--- src/shared/sbit_defs.vh ---
// constants for the sixteen-bit interval timer
`ifndef SBIT_DEFS_VH
`define SBIT_DEFS_VH
// register byte offsets
`define SBIT_OFF_CTRL 12'h000
`define SBIT_OFF_PERIOD 12'h004
`define SBIT_OFF_COUNT 12'h008
`define SBIT_OFF_STATUS 12'h00C
// control field positions
`define SBIT_RUN 15
`define SBIT_IDLE_STOP 13
`define SBIT_GATE 6
`define SBIT_PS_HI 5
`define SBIT_PS_LO 4
`define SBIT_SYNC 2
`define SBIT_SRC 1
// writable control bits, everything else reads zero
`define SBIT_CTRL_MASK 16'hA076
`define SBIT_CTRL_RST 16'h0000
`define SBIT_PERIOD_RST 16'hFFFF
`define SBIT_COUNT_RST 16'h0000
// status bit positions
`define SBIT_ST_FLAG 0
`define SBIT_ST_RUNNING 1
`define SBIT_ST_GATE 2
`define SBIT_ST_PIN 3
`define SBIT_ST_MODE_LO 4
`define SBIT_ST_MODE_HI 5
// prescale select codes and terminal counts
`define SBIT_PS_1 2'h0
`define SBIT_PS_8 2'h1
`define SBIT_PS_64 2'h2
`define SBIT_PS_256 2'h3
`define SBIT_TERM_1 8'h00
`define SBIT_TERM_8 8'h07
`define SBIT_TERM_64 8'h3F
`define SBIT_TERM_256 8'hFF
`define SBIT_PRE_RST 8'h00
// mode codes shown in status
`define SBIT_MODE_TIMER 2'h0
`define SBIT_MODE_GATED 2'h1
`define SBIT_MODE_SYNC 2'h2
`define SBIT_MODE_ASYNC 2'h3
`define SBIT_ZERO32 32'h0000_0000
`endif

--- src/hdl/sbit_sync3.v ---
// three-stage input synchroniser with second/third agreement
`timescale 1ns/1ps
module sbit_sync3 (
  // clock and reset
  input wire CLK,
  input wire RESETN,
  // raw pin and filtered level
  input wire din,
  output reg dout
);
  reg s1_q;
  reg s2_q;
  reg s3_q;

  // first stage feeds only the second
  always @(posedge CLK or negedge RESETN) begin
    if (!RESETN) begin
      s1_q <= 1'b0;
      s2_q <= 1'b0;
      s3_q <= 1'b0;
      dout <= 1'b0;
    end else begin
      s1_q <= din;
      s2_q <= s1_q;
      s3_q <= s2_q;
      if (s2_q == s3_q) begin
        dout <= s3_q;
      end
    end
  end
endmodule

--- src/hdl/sbit_timer.v ---
// sixteen-bit interval timer/counter with APB register access
//
// Overview of operation
// - sixteen-bit counter for clock or interval timing
// - count clock may be 32 kHz crystal
// - asynchronous counter mode from external clock
// - sync stage sits after the prescaler
// - timers count instruction clock, counters count pin
// - source, sync and gate choose mode
// - run bit 15 starts and stops counting
// - idle-stop bit 13 halts in idle
// - gate bit 6 only with internal source
// - two-bit prescale: 1, 8, 64, 256
// - sync bit 2 only with external source
// - source bit 1 picks pin rising edge
// - unimplemented bits read zero, reset clears all but period, which resets to FFFF
`timescale 1ns/1ps
`include "sbit_defs.vh"
module sbit_timer (
  // clock and reset
  input wire CLK,
  input wire RESETN,
  // apb slave
  input wire PSEL,
  input wire PENABLE,
  input wire PWRITE,
  input wire [11:0] PADDR,
  input wire [31:0] PWDATA,
  input wire [3:0] PSTRB,
  output reg [31:0] PRDATA,
  output reg PREADY,
  output reg PSLVERR,
  // external clock pin and gate
  input wire EXT_CLOCK_PIN,
  input wire GATE_PIN,
  // device idle state, same clock domain
  input wire IDLE_MODE,
  // period match flag
  output reg PERIOD_FLAG
);
  reg [15:0] ctrl_q;
  reg [15:0] period_q;
  reg [15:0] count_q;
  reg [15:0] count_d;
  reg [7:0] pre_q;
  reg [7:0] pre_d;
  reg [7:0] pre_term;
  reg pin_prev_q;
  reg sync_tick_q;
  reg flag_d;
  reg [1:0] mode;
  reg [15:0] wr_mask;
  reg [31:0] rd_data;
  reg rd_hit;
  wire pin_lvl;
  wire gate_lvl;
  wire run;
  wire idle_stop;
  wire gate_en;
  wire ext_src;
  wire sync_sel;
  wire [1:0] ps_sel;
  wire setup_ph;
  wire access_ph;
  wire xfer_done;
  wire wr_en;
  wire wr_ctrl;
  wire wr_period;
  wire wr_count;
  wire wr_status;
  wire active;
  wire pin_rise;
  wire src_event;
  wire pre_tick;
  wire cnt_tick;
  wire match;

  // pin and gate come from outside the clock domain
  sbit_sync3 u_pin_sync (
    .CLK(CLK),
    .RESETN(RESETN),
    .din(EXT_CLOCK_PIN),
    .dout(pin_lvl)
  );

  sbit_sync3 u_gate_sync (
    .CLK(CLK),
    .RESETN(RESETN),
    .din(GATE_PIN),
    .dout(gate_lvl)
  );

  assign run = ctrl_q[`SBIT_RUN];
  assign idle_stop = ctrl_q[`SBIT_IDLE_STOP];
  assign gate_en = ctrl_q[`SBIT_GATE];
  assign ext_src = ctrl_q[`SBIT_SRC];
  assign sync_sel = ctrl_q[`SBIT_SYNC];
  assign ps_sel = ctrl_q[`SBIT_PS_HI:`SBIT_PS_LO];

  // apb phases; one wait state, write lands on the pready edge
  assign setup_ph = PSEL & ~PENABLE;
  assign access_ph = PSEL & PENABLE;
  assign xfer_done = access_ph & PREADY;
  assign wr_en = xfer_done & PWRITE;
  assign wr_ctrl = wr_en & (PADDR == `SBIT_OFF_CTRL);
  assign wr_period = wr_en & (PADDR == `SBIT_OFF_PERIOD);
  assign wr_count = wr_en & (PADDR == `SBIT_OFF_COUNT);
  assign wr_status = wr_en & (PADDR == `SBIT_OFF_STATUS);

  // byte lanes 0 and 1 hold the sixteen-bit registers
  always @* begin
    wr_mask = {{8{PSTRB[1]}}, {8{PSTRB[0]}}};
  end

  always @* begin
    if (!ext_src) begin
      if (gate_en) begin
        mode = `SBIT_MODE_GATED;
      end else begin
        mode = `SBIT_MODE_TIMER;
      end
    end else if (sync_sel) begin
      mode = `SBIT_MODE_SYNC;
    end else begin
      mode = `SBIT_MODE_ASYNC;
    end
  end

  // only implemented bits stored, reset zero
  always @(posedge CLK or negedge RESETN) begin
    if (!RESETN) begin
      ctrl_q <= `SBIT_CTRL_RST;
    end else if (wr_ctrl) begin
      ctrl_q <= ((PWDATA[15:0] & wr_mask) | (ctrl_q & ~wr_mask)) & `SBIT_CTRL_MASK;
    end
  end

  always @(posedge CLK or negedge RESETN) begin
    if (!RESETN) begin
      period_q <= `SBIT_PERIOD_RST;
    end else if (wr_period) begin
      period_q <= (PWDATA[15:0] & wr_mask) | (period_q & ~wr_mask);
    end
  end

  assign active = run & ~(idle_stop & IDLE_MODE);

  // external pin counted on rising edge
  always @(posedge CLK or negedge RESETN) begin
    if (!RESETN) begin
      pin_prev_q <= 1'b0;
    end else begin
      pin_prev_q <= pin_lvl;
    end
  end

  assign pin_rise = pin_lvl & ~pin_prev_q;

  // slow crystal on the pin counts as external source
  assign src_event = ext_src ? pin_rise : (~gate_en | gate_lvl);

  always @* begin
    case (ps_sel)
      `SBIT_PS_1: pre_term = `SBIT_TERM_1;
      `SBIT_PS_8: pre_term = `SBIT_TERM_8;
      `SBIT_PS_64: pre_term = `SBIT_TERM_64;
      `SBIT_PS_256: pre_term = `SBIT_TERM_256;
      default: pre_term = `SBIT_TERM_1;
    endcase
  end

  assign pre_tick = active & src_event & (pre_q == pre_term);

  // prescaler cleared on control write so a new ratio starts clean
  always @* begin
    pre_d = pre_q;
    if (wr_ctrl || !run) begin
      pre_d = `SBIT_PRE_RST;
    end else if (active && src_event) begin
      if (pre_q == pre_term) begin
        pre_d = `SBIT_PRE_RST;
      end else begin
        pre_d = pre_q + 8'h01;
      end
    end
  end

  always @(posedge CLK or negedge RESETN) begin
    if (!RESETN) begin
      pre_q <= `SBIT_PRE_RST;
    end else begin
      pre_q <= pre_d;
    end
  end

  // sync stage placed after the prescaler
  always @(posedge CLK or negedge RESETN) begin
    if (!RESETN) begin
      sync_tick_q <= 1'b0;
    end else begin
      sync_tick_q <= pre_tick & ext_src & sync_sel & run;
    end
  end

  // sync select ignored with internal source
  // async counter bypasses the post-prescale stage
  // gate ignored when source is external
  assign cnt_tick = ext_src ? (sync_sel ? (sync_tick_q & active) : pre_tick) : pre_tick;

  // wrap to zero after period match
  assign match = (count_q == period_q);

  always @* begin
    count_d = count_q;
    if (wr_count) begin
      count_d = (PWDATA[15:0] & wr_mask) | (count_q & ~wr_mask);
    end else if (cnt_tick) begin
      if (match) begin
        count_d = `SBIT_COUNT_RST;
      end else begin
        count_d = count_q + 16'h0001;
      end
    end
  end

  always @(posedge CLK or negedge RESETN) begin
    if (!RESETN) begin
      count_q <= `SBIT_COUNT_RST;
    end else begin
      count_q <= count_d;
    end
  end

  // flag set on match, set beats clear
  always @* begin
    flag_d = PERIOD_FLAG;
    if (wr_status && PSTRB[0] && PWDATA[`SBIT_ST_FLAG]) begin
      flag_d = 1'b0;
    end
    if (cnt_tick && match && !wr_count) begin
      flag_d = 1'b1;
    end
  end

  always @(posedge CLK or negedge RESETN) begin
    if (!RESETN) begin
      PERIOD_FLAG <= 1'b0;
    end else begin
      PERIOD_FLAG <= flag_d;
    end
  end

  // read mux; unmapped addresses answer with slave error
  always @* begin
    rd_data = `SBIT_ZERO32;
    rd_hit = 1'b1;
    case (PADDR)
      `SBIT_OFF_CTRL: begin
        rd_data[15:0] = ctrl_q & `SBIT_CTRL_MASK;
      end
      `SBIT_OFF_PERIOD: begin
        rd_data[15:0] = period_q;
      end
      `SBIT_OFF_COUNT: begin
        rd_data[15:0] = count_q;
      end
      `SBIT_OFF_STATUS: begin
        rd_data[`SBIT_ST_FLAG] = PERIOD_FLAG;
        rd_data[`SBIT_ST_RUNNING] = active;
        rd_data[`SBIT_ST_GATE] = gate_lvl;
        rd_data[`SBIT_ST_PIN] = pin_lvl;
        rd_data[`SBIT_ST_MODE_HI:`SBIT_ST_MODE_LO] = mode;
      end
      default: begin
        rd_hit = 1'b0;
      end
    endcase
  end

  // pready rises one cycle into the access phase, for one cycle
  always @(posedge CLK or negedge RESETN) begin
    if (!RESETN) begin
      PREADY <= 1'b0;
      PRDATA <= `SBIT_ZERO32;
      PSLVERR <= 1'b0;
    end else begin
      if (access_ph && !PREADY) begin
        PREADY <= 1'b1;
        PSLVERR <= ~rd_hit;
        if (!PWRITE) begin
          PRDATA <= rd_data;
        end else begin
          PRDATA <= `SBIT_ZERO32;
        end
      end else begin
        PREADY <= 1'b0;
        PSLVERR <= 1'b0;
        if (setup_ph) begin
          PRDATA <= `SBIT_ZERO32;
        end
      end
    end
  end
endmodule

--- config.mk ---
export PLATFORM = sky130hd
export DESIGN_NAME = sbit_timer
export DESIGN_NICKNAME = d
export VERILOG_FILES = /design/src/hdl/sbit_sync3.v /design/src/hdl/sbit_timer.v
export VERILOG_INCLUDE_DIRS = /design/src /design/src/shared
export SDC_FILE = /design/constraint.sdc
export NUM_CORES = 1
export LEC_CHECK = 0
export CORE_MARGIN = 2
export CORE_UTILIZATION = 35
export CTS_CLUSTER_DIAMETER = 40
export DETAILED_ROUTE_END_ITERATION = 16
export DONT_BUFFER_PORTS = 1
export SYNTH_ARGS = -nofsm -noshare
export SYNTH_HDL_FRONTEND = slang
export SYNTH_SLANG_ARGS = --single-unit
--- constraint.sdc ---
create_clock -name CLK -period 2.84 [get_ports CLK]
set_clock_uncertainty 0.2 [all_clocks]
set_input_delay 0.284 -clock CLK [delete_from_list [all_inputs] [get_ports CLK]]
set_output_delay 0.284 -clock CLK [all_outputs]
set_load 0.05 [all_outputs]
==> flow_metrics.tcl <==
set metrics [dict create \
    status "completed" \
    dp_cells 554 \
    cp.required_ns 2.85 \
    crit_slowest_cell "o311a_1" \
    numClockSinks 76 \
    fin_crit_sh_pct 94.2 \
    cp-start-kind "flip-flop" \
    yosys.cell_count.top_type "dfrtp_1" \
    ys_warn_count 0 \
    synth_common_cells "60 x dfrtp_1, 29 x a22o_1, 24 x nand2_1" \
    synth_cells 401 \
    pwr-share-seq_pct 43.6 \
    fin_setup_tns_ns 0 \
    synthArstFlopShare_pct 100 \
    drt-initial-drc-count 306 \
    slew_viol_final 0 \
    ios 91 \
    setup_viol 0 \
    holdWs_ns 0.0126 \
    first_global_vias 3427 \
    synth_top_area_share_pct 35.5 \
    h-tree-depth 3 \
    cp_common_cell "o22ai_1" \
    path_class "reg2reg" \
    ys_top_cells_by_area "dfrtp_1 36%, dfstp_2 9.9%, a22o_1 6.0%" \
    fp.dieH_um 114 \
    maxCapViolCount 0 \
    grt_use_total_pct 18.6 \
    post-route-util_pct 42.8 \
    drc 0 \
    cts_root_buffer "clkbuf_16" \
    max_stage_delay_ns 0.57 \
    worstPathCellList "or4_1 -> o22ai_1 -> o211ai_1 -> o311a_1 -> a211oi_1 -> o22ai_1" \
    p_int_w 0.00198 \
    swShare_pct 21.9 \
    cp-end-kind "flip-flop" \
    cts_buffers 9 \
    avgRoutedWirePerCell_um 19.1 \
    combPwrFrac_pct 5.7 \
    timing.critical_path.buf_inv 0 \
    drtAntennaViolNets 0 \
    synth_cell_types 57 \
    grt_max_degree 77 \
    drive_above_1_share_pct 17.9 \
    grt_first_pass_wirelength_um 18500 \
    placementRows 40 \
    yosysSeqAreaShare_pct 45.4 \
    dr_total_vias 3367 \
    grt-ovfl-total 0 \
    min_period_ns 2.67 \
    p_sw_w 0.000555 \
    cp_data_arrival_time_ns 2.68 \
    antenna_found_initial 1 \
    postSynthAreaPerCell_sq_um 10.5 \
    syn_area_sq_um 4230 \
    stdcell_count 596 \
    path_max_fanout 10 \
    ir_worst_vdd_uv 469 \
    coreArea_sq_um 11900 \
    hold_violations 0 \
    synth_edf_count 0 \
    p_per_area_nw_per_um2 497 \
    routed_wl_um 11400 \
    io_buffer_count 0 \
    worstMarginPinSlew_ns 0.846 \
    min_path_type "in2reg" \
    synth_area_leader_cell "dfrtp_1" \
    pwr-share-clk_pct 50.7 \
    fp.dieArea_sq_um 13000 \
    area_growth_pct 20.7 \
    slew_headroom_pct 43.5 \
    nNetsFinal 501 \
    total_leakage_power_nw 2.16 \
    first_pass_iters 4 \
    die_x_um 114 \
    synth-seq-cells 76 \
    crit_family "compound AO/OA/AOI/OAI gates" \
    dp_hpwl_um 8260 \
    ys.flop_type "dfrtp_1" \
    routabilityCongestion 0.846 \
    tritoncts "yes" \
    power_w 0.00253 \
    clk-insertion-delay-late_ns 0.35 \
    rsz0062_at_grt "no" \
    cts_resized 0 \
    initial_core_util_pct 35.5 \
    ctsLongestPathBuffers 2 \
    cts.reportedPaths.clkPinSlew_ns 0.06 \
    fmax_ghz 0.374 \
    via_per_inst 5.65 \
]
## worst register-to-register path, stage by stage, from the launching register on
cell	delay, ns
dfrtp_1	0.42
or4_1	0.54
o22ai_1	0.16
o211ai_1	0.21
o311a_1	0.57
a211oi_1	0.31
o22ai_1	0.14
## per-stage QoR
step | setup WS, ns | instance area (sq um)
6_report | 0.165 | 5100
5_1_grt | 0.0106 | 5100
4_1_cts | 0.174 | 5090
3_5_place_dp | 0.181 | 4490
3_3_place_gp | 0.210 | 4490
2_1_floorplan | 0.204 | 4290
## what timing repair did
action | 4_1_cts | 5_1_grt
hold buffers | 24 | 1
setup buffers | 0 | 0
endpoints found under the hold margin | 119 | 1
## power by group through the flow
stage	Combinational, W	Sequential, W	Clock, W
detailed placement	0.0000853	0.00112	0
global route	0.000156	0.00110	0.00135
finish	0.000145	0.00110	0.00129
global placement	0.0000849	0.00112	0
CTS	0.000145	0.00110	0.00131
floorplan	0.000101	0.00112	0
## path summary, 6_finish.rpt
path                                               to                       start  depth (start not counted)  slack (ns)
setup / recovery                            flip-flop                   flip-flop                          6        0.17
hold / removal                              flip-flop                   PWDATA[1]                          2        0.01
setup reg to reg                            flip-flop                   flip-flop                          6        0.17
hold reg to reg            u_gate_sync.s2_q$_DFF_PN0_  u_gate_sync.s1_q$_DFF_PN0_                          0        0.15
max in group asynchronous                   async pin                      RESETN                          2        1.72
min in group asynchronous                   async pin                      RESETN                          2        0.31
## cell type report
type / count / area (sq um)
multi-input cells: 292 / 2120
well taps: 147 / 184
flip-flops and latches: 76 / 1920
repair buffers: 55 / 505
diodes: 1 / 2.50
clock buffers: 13 / 270
clock inverters: 3 / 67.6
inverters: 9 / 33.8
fillers: 1146 / 6810
## kinds of logic (layout without fill, tap and decap cells)
group	count (synthesis)	after routing	share of synthesized area, %
buffers and inverters	48	80	5.83
XOR/XNOR	16	16	3.31
other	1	17	0.0887
adder cells (fa/ha/maj)	4	4	1.07
AND/OR/NAND/NOR	113	113	14.8
multiplexers	31	31	9.23
flip-flops	76	76	45.4
AO/OA/AOI/OAI	112	112	20.2
## metal layers
layer  global-route usage (%)  vias up  routed length (um)
met5                        0        -                   0
met4                     7.89        0                 280
met3                     5.05       20                 579
met2                     30.4       89                5600
met1                     23.3     1673                4930
li1                         -     1585                   -
## placed cells by master (no fill, tap or decap), types with 3 or more instances in the layout
cell type	count
nor2_1	20
or4_1	5
o21ai_1	20
nand3_1	10
nor4_1	6
clkbuf_8	3
clkbuf_16	9
a211oi_1	4
and3_1	4
nor3_2	3
conb_1	16
dfrtp_1	60
o22ai_1	7
dfstp_2	16
inv_1	8
nand4_1	12
mux2_1	22
o211ai_1	7
nor3_1	9
xnor2_1	16
buf_4	29
dlygate4sd3_1	24
mux2i_1	3
o2bb2ai_1	4
nand2_1	24
a22o_1	29
mux4_2	4
o21ai_0	10
a22oi_1	14
o31ai_1	4
nor2b_1	5
Note: power is estimated with default switching activity, not from simulation.
